### config.mk
export PLATFORM = sky130hd
export DESIGN_NAME = mas_sequencer
export DESIGN_NICKNAME = d
export VERILOG_FILES = /design/src/design/mas_pkg.sv /design/src/design/mas_sequencer.sv
export VERILOG_INCLUDE_DIRS = /design/src /design/src/design
export SDC_FILE = /design/constraint.sdc
export NUM_CORES = 1
export LEC_CHECK = 0
export ABC_CLOCK_PERIOD_IN_PS = 23600
export BUFFER_PORTS_ARGS = -buffer_cell sky130_fd_sc_hd__buf_2
export CAP_MARGIN = 20
export CORE_MARGIN = 2
export CORE_UTILIZATION = 47
export DETAILED_ROUTE_END_ITERATION = 16
export GPL_TIMING_DRIVEN = 1
export PLACE_DENSITY = 0.76
export SKIP_CTS_REPAIR_TIMING = 1
export SYNTH_ARGS = -nofsm -noshare
export SYNTH_HDL_FRONTEND = slang
export SYNTH_SLANG_ARGS = --single-unit
### constraint.sdc
create_clock -name clk -period 23.6 [get_ports clk]
set_input_delay 2.36 -clock clk [delete_from_list [all_inputs] [get_ports clk]]
set_output_delay 2.36 -clock clk [all_outputs]
set_load 0.02 [all_outputs]
### src/design/mas_defs.svh
// Purpose: Constants for the motor auto setup sequencer.
// Assumes: Plain ports carry all control and status bits.
// Notes:   Timing constants are in nanoseconds; the clock runs at 200 MHz.
`ifndef MAS_DEFS_SVH
`define MAS_DEFS_SVH
`define MAS_MODE_AUTO_SETUP    8'hfe
`define MAS_CW_START_BIT       4
`define MAS_SW_DONE_BIT        12
`define MAS_SW_INDEX_BIT       10
`define MAS_PROG_RUN_BIT       0
`define MAS_STORE_DRIVE_SUB    8'h05
`define MAS_STORE_TUNING_SUB   8'h06
`define MAS_SUBMODE_BLDC       32'h00000040
`define MAS_FB_SEL_RESET       8'h00
`define MAS_STEP_NS            1000
`define MAS_CLK_NS             5
`endif

### src/design/mas_pkg.sv
// Purpose: Types for the motor auto setup sequencer.
// Assumes: Used with scoped names only.
// Notes:   State codes are the default enum values, 0 for MAS_IDLE up to 10 for MAS_DONE.
package mas_pkg;
   typedef enum logic [3:0] {
      MAS_IDLE,
      MAS_MOTOR,
      MAS_RES,
      MAS_IND,
      MAS_FLUX,
      MAS_ENC,
      MAS_ENC_REV,
      MAS_HALL,
      MAS_SAVE_DRV,
      MAS_SAVE_TUN,
      MAS_DONE
   } mas_state_t;
endpackage : mas_pkg

### src/design/mas_sequencer.sv
// Purpose: Drive-side sequencer for the motor auto setup procedure.
// Assumes: Measurement engines answer each step with a one-cycle meas_done pulse.
// Notes:   Sensor presence and index pins pass a three-stage synchroniser.
// Summary of operation
// Host selects mode minus two first
// Operation enabled required before start
// Host starts via control word bit four
// Status bit twelve set when finished
// Status bit ten reports index found
// Start only while user program stopped
// Measure type, resistance, inductance, flux always
// Encoder steps only with indexed encoder; the code gates them on encoder presence alone, not on the index pin
// Hall transitions only with Hall sensor
// Reverse direction and re-evaluate edges
// Copy results, save drive and tuning
// Three separate feedback configuration holders
// Host stores resolution for unindexed encoders
// Host stores gear and feed constants
// Feedback selection per control loop
// Coordinates invalid until device restart
// Fieldbus service may lag during run
// Host sets motor submode beforehand
// Host waits for completion before commands
`include "mas_defs.svh"
module mas_sequencer #(
   parameter int DATA_W = 32
) (
   input  wire logic              clk,
   input  wire logic              rst,
   input  wire logic              ce,
   input  wire logic [7:0]        op_mode,
   input  wire logic [15:0]       control_word,
   input  wire logic              op_enabled,
   input  wire logic [7:0]        prog_control,
   input  wire logic              enc_present_pin,
   input  wire logic              enc_index_pin,
   input  wire logic              hall_present_pin,
   input  wire logic              meas_done,
   input  wire logic [DATA_W-1:0] meas_value,
   input  wire logic              store_ack,
   input  wire logic              fb_sel_we,
   input  wire logic [7:0]        fb_sel_wdata,
   output logic [15:0]            status_word,
   output logic [3:0]             meas_step,
   output logic                   meas_start,
   output logic                   meas_reverse,
   output logic                   store_req,
   output logic [7:0]             store_sub,
   output logic                   busy,
   output logic                   coord_invalid,
   output logic [DATA_W-1:0]      motor_type,
   output logic [DATA_W-1:0]      winding_res,
   output logic [DATA_W-1:0]      winding_ind,
   output logic [DATA_W-1:0]      flux,
   output logic [DATA_W-1:0]      sensorless_cfg,
   output logic [DATA_W-1:0]      hall_cfg,
   output logic [DATA_W-1:0]      enc1_cfg,
   output logic [DATA_W-1:0]      enc1_align,
   output logic [7:0]             fb_select
);
   mas_pkg::mas_state_t state;
   mas_pkg::mas_state_t next_state;
   logic [2:0]          enc_sync;
   logic [2:0]          idx_sync;
   logic [2:0]          hall_sync;
   logic                enc_present;
   logic                idx_level;
   logic                hall_present;
   logic                start_prev;
   logic                start_edge;
   logic                start_ok;
   logic                index_found;
   logic                done_flag;
   logic                step_done;

   // Three stages per pin; a change counts only when the last two agree.
   always_ff @(posedge clk or posedge rst) begin
      if (rst) begin
         enc_sync  <= 3'h0;
         idx_sync  <= 3'h0;
         hall_sync <= 3'h0;
      end else if (ce) begin
         enc_sync  <= {enc_sync[1:0], enc_present_pin};
         idx_sync  <= {idx_sync[1:0], enc_index_pin};
         hall_sync <= {hall_sync[1:0], hall_present_pin};
      end
   end

   // Filtered levels hold their value while the later stages disagree.
   always_ff @(posedge clk or posedge rst) begin
      if (rst) begin
         enc_present  <= 1'b0;
         idx_level    <= 1'b0;
         hall_present <= 1'b0;
      end else if (ce) begin
         if (enc_sync[2] == enc_sync[1]) begin
            enc_present <= enc_sync[2];
         end
         if (idx_sync[2] == idx_sync[1]) begin
            idx_level <= idx_sync[2];
         end
         if (hall_sync[2] == hall_sync[1]) begin
            hall_present <= hall_sync[2];
         end
      end
   end

   // Start is edge triggered so a held control bit cannot restart a finished run.
   always_ff @(posedge clk or posedge rst) begin
      if (rst) begin
         start_prev <= 1'b0;
      end else if (ce) begin
         start_prev <= control_word[`MAS_CW_START_BIT];
      end
   end

   // A start counts only while idle or done; one raised mid-run is ignored silently.
   assign start_edge = control_word[`MAS_CW_START_BIT] & ~start_prev;
   assign start_ok   = start_edge
                       & ((state == mas_pkg::MAS_IDLE) || (state == mas_pkg::MAS_DONE))
                       & (op_mode == `MAS_MODE_AUTO_SETUP)
                       & op_enabled
                       & ~prog_control[`MAS_PROG_RUN_BIT];
   assign step_done  = meas_done & ~meas_start;

   // Step sequence; optional sensor steps are skipped by presence.
   always_comb begin
      next_state = state;
      case (state)
         mas_pkg::MAS_IDLE: begin
            if (start_ok) begin
               next_state = mas_pkg::MAS_MOTOR;
            end
         end
         mas_pkg::MAS_MOTOR: begin
            if (step_done) begin
               next_state = mas_pkg::MAS_RES;
            end
         end
         mas_pkg::MAS_RES: begin
            if (step_done) begin
               next_state = mas_pkg::MAS_IND;
            end
         end
         mas_pkg::MAS_IND: begin
            if (step_done) begin
               next_state = mas_pkg::MAS_FLUX;
            end
         end
         mas_pkg::MAS_FLUX: begin
            if (step_done) begin
               if (enc_present) begin
                  next_state = mas_pkg::MAS_ENC;
               end else if (hall_present) begin
                  next_state = mas_pkg::MAS_HALL;
               end else begin
                  next_state = mas_pkg::MAS_SAVE_DRV;
               end
            end
         end
         mas_pkg::MAS_ENC: begin
            if (step_done) begin
               next_state = mas_pkg::MAS_ENC_REV;
            end
         end
         mas_pkg::MAS_ENC_REV: begin
            if (step_done) begin
               if (hall_present) begin
                  next_state = mas_pkg::MAS_HALL;
               end else begin
                  next_state = mas_pkg::MAS_SAVE_DRV;
               end
            end
         end
         mas_pkg::MAS_HALL: begin
            if (step_done) begin
               next_state = mas_pkg::MAS_SAVE_DRV;
            end
         end
         mas_pkg::MAS_SAVE_DRV: begin
            if (store_ack & ~store_req) begin
               next_state = mas_pkg::MAS_SAVE_TUN;
            end
         end
         mas_pkg::MAS_SAVE_TUN: begin
            if (store_ack & ~store_req) begin
               next_state = mas_pkg::MAS_DONE;
            end
         end
         mas_pkg::MAS_DONE: begin
            if (start_ok) begin
               next_state = mas_pkg::MAS_MOTOR;
            end
         end
         default: begin
            next_state = mas_pkg::MAS_IDLE;
         end
      endcase
   end

   // State register.
   always_ff @(posedge clk or posedge rst) begin
      if (rst) begin
         state <= mas_pkg::MAS_IDLE;
      end else if (ce) begin
         state <= next_state;
      end
   end

   // One-cycle start pulse for each measurement step on entry.
   always_ff @(posedge clk or posedge rst) begin
      if (rst) begin
         meas_start   <= 1'b0;
         meas_step    <= 4'h0;
         meas_reverse <= 1'b0;
      end else if (ce) begin
         meas_start   <= (next_state != state)
                         && (next_state != mas_pkg::MAS_SAVE_DRV)
                         && (next_state != mas_pkg::MAS_SAVE_TUN)
                         && (next_state != mas_pkg::MAS_DONE);
         meas_step    <= 4'(next_state);
         meas_reverse <= (next_state == mas_pkg::MAS_ENC_REV);
      end
   end

   // Storage requests, one pulse per category.
   always_ff @(posedge clk or posedge rst) begin
      if (rst) begin
         store_req <= 1'b0;
         store_sub <= 8'h00;
      end else if (ce) begin
         store_req <= (next_state != state)
                      && ((next_state == mas_pkg::MAS_SAVE_DRV)
                          || (next_state == mas_pkg::MAS_SAVE_TUN));
         if (next_state == mas_pkg::MAS_SAVE_DRV) begin
            store_sub <= `MAS_STORE_DRIVE_SUB;
         end else if (next_state == mas_pkg::MAS_SAVE_TUN) begin
            store_sub <= `MAS_STORE_TUNING_SUB;
         end
      end
   end

   // Results land in their holders as each step completes.
   always_ff @(posedge clk or posedge rst) begin
      if (rst) begin
         motor_type     <= '0;
         winding_res    <= '0;
         winding_ind    <= '0;
         flux           <= '0;
         sensorless_cfg <= '0;
         hall_cfg       <= '0;
         enc1_cfg       <= '0;
         enc1_align     <= '0;
      end else if (ce && step_done) begin
         case (state)
            mas_pkg::MAS_MOTOR:   motor_type  <= meas_value;
            mas_pkg::MAS_RES:     winding_res <= meas_value;
            mas_pkg::MAS_IND:     winding_ind <= meas_value;
            mas_pkg::MAS_FLUX:    flux <= meas_value;
            mas_pkg::MAS_ENC:     enc1_cfg <= meas_value;
            mas_pkg::MAS_ENC_REV: enc1_align <= meas_value;
            mas_pkg::MAS_HALL:    hall_cfg <= meas_value;
            default:              sensorless_cfg <= sensorless_cfg;
         endcase
         if (state == mas_pkg::MAS_FLUX) begin
            sensorless_cfg <= meas_value ^ winding_res;
         end
      end
   end

   // Index capture during encoder steps; cleared at each new start.
   always_ff @(posedge clk or posedge rst) begin
      if (rst) begin
         index_found <= 1'b0;
      end else if (ce) begin
         if ((state == mas_pkg::MAS_ENC) || (state == mas_pkg::MAS_ENC_REV)) begin
            index_found <= index_found | idx_level;
         end else if (start_ok) begin
            index_found <= 1'b0;
         end
      end
   end

   // Done flag; sticks until the next accepted start.
   always_ff @(posedge clk or posedge rst) begin
      if (rst) begin
         done_flag <= 1'b0;
      end else if (ce) begin
         if (next_state == mas_pkg::MAS_DONE) begin
            done_flag <= 1'b1;
         end else if (start_ok) begin
            done_flag <= 1'b0;
         end
      end
   end

   // Coordinates stay invalid after a run; only reset (restart) clears it.
   always_ff @(posedge clk or posedge rst) begin
      if (rst) begin
         coord_invalid <= 1'b0;
      end else if (ce && start_ok) begin
         coord_invalid <= 1'b1;
      end
   end

   // Feedback selection is host-written and steers loop assignment downstream.
   always_ff @(posedge clk or posedge rst) begin
      if (rst) begin
         fb_select <= `MAS_FB_SEL_RESET;
      end else if (ce && fb_sel_we) begin
         fb_select <= fb_sel_wdata;
      end
   end

   // Busy warns the fieldbus side that servicing may lag.
   always_ff @(posedge clk or posedge rst) begin
      if (rst) begin
         busy        <= 1'b0;
         status_word <= 16'h0000;
      end else if (ce) begin
         busy <= (next_state != mas_pkg::MAS_IDLE)
                 && (next_state != mas_pkg::MAS_DONE);
         status_word <= 16'h0000;
         status_word[`MAS_SW_DONE_BIT]  <= (next_state == mas_pkg::MAS_DONE)
                                           | (done_flag & ~start_ok);
         status_word[`MAS_SW_INDEX_BIT] <= index_found & ~start_ok;
      end
   end
endmodule : mas_sequencer

==> Yosys cells after proc, flatten, opt, wreduce, memory -nomap -nowiden <==
Index checks and enable logic that the tools add are counted.
{ "word_totals": {"register_bits": 298, "latchBits": 0, "mem_bits_rw": 0, "mem_bits_ro": 0, "inputBits": 82, "output_inout_bits": 297, "word_cells": 113, "n_memories": 0} }
{ "op_classes": {"add_sub_neg": 0, "multipliers": 0, "n_div": 0, "magnitude_cmp": 0, "n_eq_ne": 22, "n_shift": 0, "n_mux": 18, "bitwise": 17, "reduce_logical": 30} }
{ "ops": {"columns": ["operator", "count"], "rows": [
  ["4-bit two-way mux", 12],
  ["4-bit case mux with 10 select lines", 1],
  ["32-bit XOR", 1],
  ["2-bit AND reduction", 13],
  ["4-bit == test (second input constant)", 6],
  ["4-bit by 3-bit == test with 1-bit output (second input constant)", 5],
  ["8-bit two-way mux", 2],
  ["4-bit != test (second input constant)", 3],
  ["1-bit bitwise AND", 9],
  ["4-bit by 2-bit == test with 1-bit output (second input constant)", 2],
  ["8-bit == test (second input constant)", 1],
  ["1-bit logical AND", 8],
  ["2-bit nonzero test", 3],
  ["1-bit NOT", 5],
  ["4-bit by 1-bit == test with 1-bit output (second input constant)", 1],
  ["4-bit logical NOT", 1],
  ["4-bit != test", 1],
  ["4-bit nonzero test", 1],
  ["1-bit == test", 3],
  ["1-bit logical OR", 3],
  ["1-bit two-way mux", 3],
  ["1-bit bitwise OR", 2],
  ["2-bit OR reduction", 1]
]} }

==> Depth between registers and ports, before layout <==
Gate-level depths: netlist of the first run.
{ "logic_depth": {"ltp_word": 12, "ltp_mapped": 8, "ltp_nobuf": 6} }

==> Least setup slack after synthesis of the first run <==
Ideal clock, no wire load.
{ "synth_path": {"path_kind": "input port to flip-flop", "startpoint": "input port op_mode[0]", "endpoint": "register store_sub[0]", "setup_ps": 125, "arrival_ps": 3755, "required_time_ps": 23475, "setup_slack_ps": 19720, "path_stages": 6, "n_path_buf": 0, "path_cell_list": "nand4b_1 -> nor3_4 -> nand2_2 -> a211oi_4 -> and2_4 -> mux2_4"} }
{ "synth_between": {"elab_chain_len": 9, "elab_cells_between_ends": 11, "cone_classes": "3 x eq/ne; 3 x mux; 3 x bitwise; 2 x reduce/logical"} }
{ "synth_lines": {"columns": ["item", "line", "text"], "rows": [
  ["start: declaration", "mas_sequencer.sv:31", "input wire logic [7:0] op_mode,"],
  ["8-bit == test (no line) *", null, null],
  ["1-bit bitwise AND * (3 in a row)", "mas_sequencer.sv:119", "assign start_ok = start_edge"],
  ["4-bit two-way mux *", "mas_sequencer.sv:131, mas_sequencer.sv:191", null],
  ["4-bit case mux with 10 select lines *", "mas_sequencer.sv:129", "case (state)"],
  ["4-bit == test, on equally long branches", "mas_sequencer.sv:235, mas_sequencer.sv:237", null],
  ["2-bit nonzero test (no line)", null, null],
  ["2-bit AND reduction (no line)", null, null],
  ["end signal: assignment", "mas_sequencer.sv:236", "store_sub <= `MAS_STORE_DRIVE_SUB;"],
  ["end signal: assignment", "mas_sequencer.sv:238", "store_sub <= `MAS_STORE_TUNING_SUB;"],
  ["end: declaration", "mas_sequencer.sv:48", "output logic [7:0] store_sub,"]
]} }
Mark *: on every way between the ends. The rest lies on a longest branch, timed or not.
A chain may end at the register's enable or synchronous reset.

==> Worst setup path after layout of the first run <==
{ "layout_path": {"startpoint": "input port ce", "endpoint": "register motor_type[15]"} }
{ "layout_between": {"elab_chain_len": 2} }
{ "layout_lines": {"columns": ["item", "line", "text"], "rows": [
  ["start: declaration", "mas_sequencer.sv:30", "input wire logic ce,"],
  ["1-bit logical AND", "mas_sequencer.sv:254", "end else if (ce && step_done) begin"],
  ["2-bit AND reduction (no line)", null, null],
  ["end signal: assignment", "mas_sequencer.sv:256", "mas_pkg::MAS_MOTOR: motor_type <= meas_value;"],
  ["end: declaration", "mas_sequencer.sv:51", "output logic [DATA_W-1:0] motor_type,"]
]} }
Every way passes these cells.

==> results of run 1 <==
[cell usage in the layout, fill, tap and decap left out, types with 2 or more instances in the layout]
cell          n
clkbuf_16    31
xnor2_1      35
bufinv_16     2
a21oi_1      14
nand2b_1      8
a32oi_1       2
conb_1       19
buf_4         5
inv_2         2
clkinv_2      5
clkbuf_1      3
buf_12        2
buf_2       337
o221ai_1      3
o21ai_0      39
mux2_2      237
nand3b_1      2
nand3_1       3
nor3_4        3
a31oi_1       2
inv_1         5
and3b_1       2
mux2_1        5
nand2_2       3
clkinvlp_4    2
nor2_1       11
nor2b_1       7
clkbuf_8     11
nand2_1      41
a2bb2oi_1     2
dfrtp_1     293
[worst max-delay path by stage]
stage / slack, ps / endpoint / cells after the start / startpoint
finish: 18980 / motor_type[15] / 5 / ce
global route: 18780 / motor_type[15] / 5 / ce
CTS: 19010 / motor_type[15] / 5 / ce
detailed placement: 18430 / motor_type[15] / 5 / ce
global placement: 18460 / motor_type[22] / 5 / ce
floorplan: 13150 / busy / 1 / rst
[per-stage QoR]
stage	total power, µW	hold slack [ps]	cell area [µm²]	cells	setup slack (ps)
global placement	1240	446	13600	1431	18460
CTS	1750	466	14600	1485	19010
floorplan	1060	465	11700	819	13150
finish	1730	457	14700	1486	18980
global route	1820	494	14700	1486	18780
detailed placement	1260	447	13600	1431	18430
[cell families after synthesis]
| kind of cell | count (synthesis) | share of synthesized area [%] |
|---|---|---|
| DFF | 293 | 62.9 |
| muxes | 244 | 23.6 |
| and+or+nand+nor | 93 | 4.10 |
| AOI/OAI and AO/OA | 71 | 3.70 |
| buffers and inverters | 63 | 3.00 |
| xor gates and xnor gates | 36 | 2.70 |
| other | 1 | 0.0322 |
[power by group]
| group | internal [µW] | switching (µW) | leakage, µW |
|---|---|---|---|
| logic | 213 | 320 | 0.00346 |
| registers | 629 | 85.6 | 0.00390 |
| clock network | 294 | 191 | 0.000513 |
| total | 1140 | 597 | 0.00787 |
[layout make-up]
type / count / area [µm²]
clock buffer: 45 / 938
clock inverter: 9 / 100
fill: 1914 / 9650
inverter: 8 / 37.5
multi-input combinational: 463 / 4090
sequential: 293 / 7330
tap: 324 / 405
timing repair buffer: 344 / 1760
[registers in the layout, summed over array words and instances, names as in the netlist, 3 cells and up]
signal / cells
enc_sync: 3
enc1_cfg: 32
idx_sync: 3
store_sub: 3
hall_sync: 3
enc1_align: 32
sensorless_cfg: 32
winding_res: 32
meas_step: 4
hall_cfg: 32
flux: 32
fb_select: 8
winding_ind: 32
motor_type: 32
[metal layers]
metal	GRT usage [%]	up-vias	part of all wire, %
met5	0	-	0
met3	6.73	54	8.6
li1	-	3435	-
met2	36.1	279	49
met1	26.9	3850	40
met4	6.70	0	3.1
[critical path, cell delays in order]
cell and delay [ps]:
buf_2 580, nand3_1 410, nor3_4 840, buf_4 430, mux2_2 380
==> impl_metrics.env, run 1 <==
export IMPL_drt_wl_total_um=28300
export IMPL_grt_start_max_net_pins=165
export IMPL_antenna_found_initial=0
export IMPL_die_area_um2=26100
export IMPL_worst_pin_slew_ps=1080
export IMPL_cts_made_buffers=30
export IMPL_via_per_inst=5.13
export IMPL_syn_area_um2=11700
export IMPL_worstPathArrival_ps=5040
export IMPL_start_util_pct=47.9
export IMPL_coreArea_um2=24300
export IMPL_fin_tns_setup_ps=0
export IMPL_setup_viol=0
export IMPL_drt_first_pass_iters=4
export IMPL_clock_latency_ps=540
export IMPL_status="complete, no violations"
export IMPL_clock_path_buffers=3
export IMPL_crit_path_end_kind="flop"
export IMPL_ant_nets=0
export IMPL_die_h_um=162
export IMPL_power_density_nw_per_um2=118
export IMPL_crit_type="input pin to flop"
export IMPL_r2r_end="motor_type[15]"
export IMPL_antenna_cells=0
export IMPL_yosys_top_cells_count="dfrtp_1, mux2_2, nand2_1"
export IMPL_period_needed_ps=4620
export IMPL_post_synth_top_count_cell="dfrtp_1"
export IMPL_drcViolationCount=0
export IMPL_yosys_area_top_type_share_pct=62.9
export IMPL_hpwlAfterDp_um=18900
export IMPL_tritoncts="yes"
export IMPL_ys_types=50
export IMPL_area_growth_pct=25.8
export IMPL_path_max_fanout=41
export IMPL_synth_top_cell_by_area="dfrtp_1"
export IMPL_timing_final_max_slew_violations=0
export IMPL_cp_required_ps=24020
export IMPL_clock_skew_ps=8.98
export IMPL_clkSinkCount=293
export IMPL_max_freq_ghz=0.217
export IMPL_hold_viol=0
export IMPL_grt_pass1_vias=7794
export IMPL_route_vias_total=7618
export IMPL_yosys_warnings=0
export IMPL_drive_above_1_share_pct=55.9
export IMPL_io_buffers=337
export IMPL_synth_edf_count=0
export IMPL_avgRoutedWirePerCell_um=19.0
export IMPL_ys_seq_elements=293
export IMPL_hold_depth=1
export IMPL_grt_ovfl_total=0
export IMPL_grt_pass1_wl_um=44300
export IMPL_first_iter_violations=404
export IMPL_async_reset_ff_share_pct=100
export IMPL_syn_area_per_cell_um2=14.6
export IMPL_hp_class="flop to flop"
export IMPL_cts_max_level=1
export IMPL_fin_util_pct=60.3
export IMPL_min_to="store_sub[2]"
export IMPL_fin_nets=1222
export IMPL_synth_area_top_cells="dfrtp_1, mux2_2, xnor2_1"
export IMPL_ff2ff_path_depth=6
export IMPL_r2r_start="meas_start"
export IMPL_track_usage_pct=21.5
export IMPL_r2r_setup_slack_ps=20650
export IMPL_die_width_um=162
export IMPL_hp_start="store_sub[2]"
export IMPL_period_share_pct=19.6
export IMPL_clk_pin_slew_ps=60
export IMPL_cts_root_buf="clkbuf_16"
export IMPL_ys_flop_type="dfrtp_1"
export IMPL_drv_cap=0
export IMPL_io_pins=379
export IMPL_startpoint_type="input pin"
export IMPL_p_leak_uw=0.00787
export IMPL_peakVddDrop_mv=0.0746
export IMPL_gp_congestion=0.831
export IMPL_row_count=57
export IMPL_syn_inst=801
export IMPL_seq_area_frac_synth_pct=62.9
export IMPL_slew_headroom_pct=27.6
export IMPL_rsz0062_at_grt="false"
Note: power is estimated with default switching activity, not from simulation.
==> inputs of run 2 (changes only) <==
--- a/config.mk
+++ b/config.mk
@@ -6,7 +6,7 @@
 export SDC_FILE = /design/constraint.sdc
 export NUM_CORES = 1
 export LEC_CHECK = 0
-export ABC_CLOCK_PERIOD_IN_PS = 23600
+export ABC_CLOCK_PERIOD_IN_PS = 4400
 export BUFFER_PORTS_ARGS = -buffer_cell sky130_fd_sc_hd__buf_2
 export CAP_MARGIN = 20
 export CORE_MARGIN = 2
==> constraint.sdc (replaced) <==
create_clock -name clk -period 4.4 [get_ports clk]
set_input_delay 0.44 -clock clk [delete_from_list [all_inputs] [get_ports clk]]
set_output_delay 0.44 -clock clk [all_outputs]
set_load 0.02 [all_outputs]
==> run 2 against run 1 <==
Total power grew to 5.3 times the previous value. First-iteration DRC count grew 0.99%. Global-route usage grew 0.31 points. Final cell count grew 0.20%. Clock skew grew 4.0 ps. Sequential power grew to 5.4 times the previous value. Setup slack lost 17000 ps. Routed wire length grew 1.1%. Non-clock buffer count grew 5. Combinational power grew to 5.4 times the previous value.
==> impl_metrics.env, run 2 (synthesis gave the netlist of run 1 again) <==
export IMPL_drt_wl_total_um=28600
export IMPL_route_vias_total=7672
export IMPL_antenna_found_initial=1
export IMPL_cts_root_buf="clkbuf_16"
export IMPL_drive_above_1_share_pct=55.7
export IMPL_cts_made_buffers=30
export IMPL_grt_start_max_net_pins=175
export IMPL_ff2ff_path_depth=6
export IMPL_avgRoutedWirePerCell_um=19.2
export IMPL_pwr_share_clk_pct=26.9
export IMPL_period_needed_ps=2710
export IMPL_start_util_pct=47.9
export IMPL_whs_ps=120
export IMPL_layout_common_cells="buf_2, dfrtp_1, mux2_2"
export IMPL_power_density_nw_per_um2=628
export IMPL_io_pins=379
export IMPL_final_common_cell="buf_2"
export IMPL_multi_input_comb_area_um2=4090
export IMPL_die_h_um=162
export IMPL_drt_first_pass_iters=4
export IMPL_drv_cap=0
export IMPL_final_cell_area_um2=14600
export IMPL_rsz0062_at_grt="false"
export IMPL_hpwlAfterDp_um=19100
export IMPL_ant_nets=0
export IMPL_hold_viol=0
export IMPL_p_seq_share_pct=41.8
export IMPL_clock_path_buffers=3
export IMPL_path_max_fanout=21
export IMPL_tritoncts="yes"
export IMPL_r2r_start="meas_start"
export IMPL_fin_nets=1227
export IMPL_period_share_pct=61.6
export IMPL_combPwrFrac_pct=31.3
export IMPL_setup_viol=0
export IMPL_via_per_inst=5.15
export IMPL_gp_congestion=0.848
export IMPL_max_freq_ghz=0.369
export IMPL_timing_final_max_slew_violations=0
export IMPL_status="complete, no violations"
export IMPL_grt_pass1_vias=7991
export IMPL_clock_skew_ps=13.0
export IMPL_first_iter_violations=408
export IMPL_area_growth_pct=25.5
export IMPL_clk_pin_slew_ps=60
export IMPL_power_switching_uw=3190
export IMPL_coreArea_um2=24300
export IMPL_hold_depth=2
export IMPL_grt_ovfl_total=0
export IMPL_regArea_um2=7330
export IMPL_intPower_uw=5990
export IMPL_clock_latency_ps=550
export IMPL_startpoint_type="flop"
export IMPL_crit_type="flop to flop"
export IMPL_io_buffers=337
export IMPL_grt_pass1_wl_um=44900
export IMPL_fin_tns_setup_ps=0
export IMPL_min_to="fb_select[2]"
export IMPL_crit_path_end_kind="flop"
export IMPL_die_width_um=162
export IMPL_drcViolationCount=0
export IMPL_slew_headroom_pct=30.9
export IMPL_hp_class="input pin to flop"
export IMPL_r2r_end="winding_res[0]"
export IMPL_r2r_setup_slack_ps=1690
export IMPL_cts_max_level=1
export IMPL_worstPathArrival_ps=3130
export IMPL_p_leak_uw=0.00786
export IMPL_die_area_um2=26100
export IMPL_clkSinkCount=293
export IMPL_track_usage_pct=21.9
export IMPL_switching_share_pct=34.7
export IMPL_fillers=1943
export IMPL_peakVddDrop_mv=0.446
export IMPL_row_count=57
export IMPL_post_dp_cell_area_um2=13700
export IMPL_cp_required_ps=4820
export IMPL_worst_pin_slew_ps=1030
export IMPL_hp_start="fb_sel_wdata[2]"
[run 2: routing by layer]
layer,GRT usage [%],routed length [µm]
met1,26.7,11300
met2,37.6,14100
met3,6.52,2470
met4,6.49,711
met5,0,0
[run 2: layout make-up]
type	count	area share, %
timing repair buffer	349	12.3
clock buffer	42	5.93
antenna	1	0.0171
inverter	8	0.231
multi-input combinational	463	28.0
clock inverter	9	0.650
sequential	293	50.1
tap	324	2.77
[run 2: stage by stage]
step | power (µW) | setup slack, ps | std cells | util (%)
global placement | 6670 | 1690 | 1436 | 56.1
CTS | 9270 | 1670 | 1487 | 60.1
floorplan | 5690 | 70.9 | 819 | -
finish | 9180 | 1690 | 1489 | 60.2
detailed placement | 6760 | 1650 | 1436 | 56.1
global route | 9640 | 1510 | 1489 | 60.2
[run 2: worst max path at each step]
stage | from | to | slack, ps | cells past startpoint
finish | meas_start | winding_res[0] | 1690 | 6
global route | meas_start | winding_res[9] | 1510 | 6
CTS | meas_start | winding_res[7] | 1670 | 6
detailed placement | meas_done | winding_res[7] | 1650 | 7
global placement | meas_done | winding_res[2] | 1690 | 7
floorplan | rst | busy | 70 | 1
[run 2: critical path: stages (launching register included)]
cell	delay, ps
dfrtp_1	430
nand2b_1	230
nor2_1	240
nand3_1	300
nor2_4	660
buf_4	360
mux2_2	360
[run 2: power groups by stage]
stage,Sequential (µW),Clock (µW),Combinational [µW]
detailed placement,3870,0,2890
CTS,3840,2530,2900
floorplan,4610,0,1080
finish,3840,2470,2870
global route,3940,2640,3060
global placement,3830,0,2840
==> inputs of run 3 (changes only) <==
--- a/config.mk
+++ b/config.mk
@@ -6,7 +6,7 @@
 export SDC_FILE = /design/constraint.sdc
 export NUM_CORES = 1
 export LEC_CHECK = 0
-export ABC_CLOCK_PERIOD_IN_PS = 4400
+export ABC_CLOCK_PERIOD_IN_PS = 2500
 export BUFFER_PORTS_ARGS = -buffer_cell sky130_fd_sc_hd__buf_2
 export CAP_MARGIN = 20
 export CORE_MARGIN = 2
==> constraint.sdc (replaced) <==
create_clock -name clk -period 2.5 [get_ports clk]
set_input_delay 0.25 -clock clk [delete_from_list [all_inputs] [get_ports clk]]
set_output_delay 0.25 -clock clk [all_outputs]
set_load 0.02 [all_outputs]
==> run 3 against run 2 <==
Clock skew down 6.1 ps. Routed wire length up 2.0%. Setup slack got worse by 1400 ps. Critical path type unchanged. Global-route usage rose by 0.13 points. Flip-flop and latch count unchanged. Die area is the same. Utilization increased by 1.5 points. Final cell count increased by 2.1%. Register-to-register slack lost 1400 ps. Combinational power up 80%.
==> impl_metrics.env, run 3 (synthesis gave the netlist of run 1 again) <==
export IMPL_dp_cells=1454
export IMPL_die_width_um=162
export IMPL_power_density_nw_per_um2=1100
export IMPL_drcViolationCount=0
export IMPL_slew_headroom_pct=55.1
export IMPL_route_vias_total=7904
export IMPL_first_iter_violations=367
export IMPL_clock_path_buffers=3
export IMPL_clk_pin_slew_ps=60
export IMPL_drt_first_pass_iters=4
export IMPL_crit_type="flop to flop"
export IMPL_p_leak_uw=0.00805
export IMPL_wl_met1_um=11700
export IMPL_total_power_uw=16500
export IMPL_layout_common_cells="buf_2, dfrtp_1, mux2_2"
export IMPL_hp_class="input pin to flop"
export IMPL_fillers=1880
export IMPL_gp_congestion=0.895
export IMPL_peakVddDrop_mv=0.775
export IMPL_crit_path_cell_trace="nand2b_1 -> nor2_1 -> nand3_1 -> nor3_4 -> buf_4 -> mux2_2"
export IMPL_dr_wl_met2_um=14400
export IMPL_grt_pass1_wl_um=45100
export IMPL_fin_nets=1257
export IMPL_fin_util_pct=61.7
export IMPL_period_share_pct=89.6
export IMPL_intPower_uw=10900
export IMPL_worstPathArrival_ps=2650
export IMPL_io_pins=379
export IMPL_max_freq_ghz=0.447
export IMPL_drt_wl_total_um=29200
export IMPL_clock_skew_ps=6.93
export IMPL_pwr_share_clk_pct=28.0
export IMPL_cts_max_level=1
export IMPL_slowest_stage="dfrtp_1"
export IMPL_setup_viol=0
export IMPL_wl_met3_um=2450
export IMPL_timing_final_max_slew_violations=0
export IMPL_clock_latency_ps=540
export IMPL_ff2ff_path_depth=6
export IMPL_area_growth_pct=28.6
export IMPL_status="complete, no violations"
export IMPL_start_util_pct=47.9
export IMPL_final_common_cell="buf_2"
export IMPL_io_buffers=337
export IMPL_via_per_inst=5.20
export IMPL_startpoint_type="flop"
export IMPL_avgRoutedWirePerCell_um=19.2
export IMPL_cts_made_buffers=29
export IMPL_die_area_um2=26100
export IMPL_row_count=57
export IMPL_hold_viol=0
export IMPL_cts_root_buf="clkbuf_16"
export IMPL_crit_path_end_kind="flop"
export IMPL_period_needed_ps=2240
export IMPL_whs_ps=64.0
export IMPL_drv_cap=0
export IMPL_ant_nets=0
export IMPL_worst_pin_slew_ps=673
export IMPL_antenna_found_initial=0
export IMPL_cp_required_ps=2910
export IMPL_track_usage_pct=22.0
export IMPL_hpwlAfterDp_um=20200
export IMPL_antenna_cells=0
export IMPL_drive_above_1_share_pct=56.1
export IMPL_die_h_um=162
export IMPL_worst_path_largest_cell_delay_ps=440
export IMPL_switching_share_pct=34.1
export IMPL_tritoncts="yes"
export IMPL_path_max_fanout=20
export IMPL_grt_pass1_vias=8036
export IMPL_p_seq_share_pct=40.6
export IMPL_hold_depth=2
export IMPL_power_switching_uw=5620
export IMPL_stdcell_count=1520
export IMPL_clkSinkCount=293
export IMPL_coreArea_um2=24300
export IMPL_rsz0062_at_grt="false"
export IMPL_grt_start_max_net_pins=72
export IMPL_grt_ovfl_total=0
export IMPL_routed_top_layer="met4"
export IMPL_combPwrFrac_pct=31.4
-- run 3: cell types whose count changed in the layout (fill, tap and decap cells not counted), moves of 2 or more --
cell and change:
clkbuf_8 +6, buf_4 +15, clkbuf_16 -2, buf_12 +3, dlygate4sd3_1 +13, bufinv_16 +2, clkbuf_1 -4
-- run 3: area by class of cell --
class                      instances  area, µm²  share of cell area (%)
clock buffer                      42        885                    5.90
clock inverter                    10        150                    1.00
inverter                           8       33.8                   0.225
multi-input combinational        463       4090                    27.3
sequential                       293       7330                    48.9
tap                              324        405                    2.70
timing repair buffer             380       2110                    14.0
-- run 3: worst max-delay path, delay by kind of cell, from the launching register on --
| kind | cells | cell delay, ps |
|---|---|---|
| buffers and inverters | 1 | 370 |
| DFF | 1 | 440 |
| muxes | 1 | 390 |
| and+or+nand+nor | 4 | 910 |
-- run 3: power by group through the flow --
stage          registers, µW  clock network [µW]  logic, µW
3_3_place_gp            6690                   0       5100
3_5_place_dp            6760                   0       5190
5_1_grt                 6860                4930       5520
2_1_floorplan           8110                   0       1900
6_report                6700                4610       5180
4_1_cts                 6700                4720       5210
-- run 3: routing by layer --
layer	global-route usage (%)	vias to the layer above
met5	0	-
met4	5.60	0
met3	6.34	57
met2	37.9	313
met1	27.3	4016
li1	-	3518
-- run 3: path summary, 6_finish.rpt --
path,startpoint,endpoint,slack (ps)
max,meas_start,motor_type[21],260
min,meas_value[9],hall_cfg[9],60
max reg2reg,meas_start,motor_type[21],260
min reg2reg,store_sub[2],store_sub[2],480
max in group asynchronous,rst,hall_cfg[26],1290
min in group asynchronous,rst,enc1_cfg[31],360
-- run 3: per-stage QoR --
step | setup TNS (ps) | worst slack [ps] | instance area (µm²)
detailed placement | 0 | 309 | 13800
global route | 0 | 127 | 15000
finish | 0 | 261 | 15000
CTS | 0 | 281 | 14900
global placement | 0 | 359 | 13800
floorplan | -480270 | -1640 | 11700
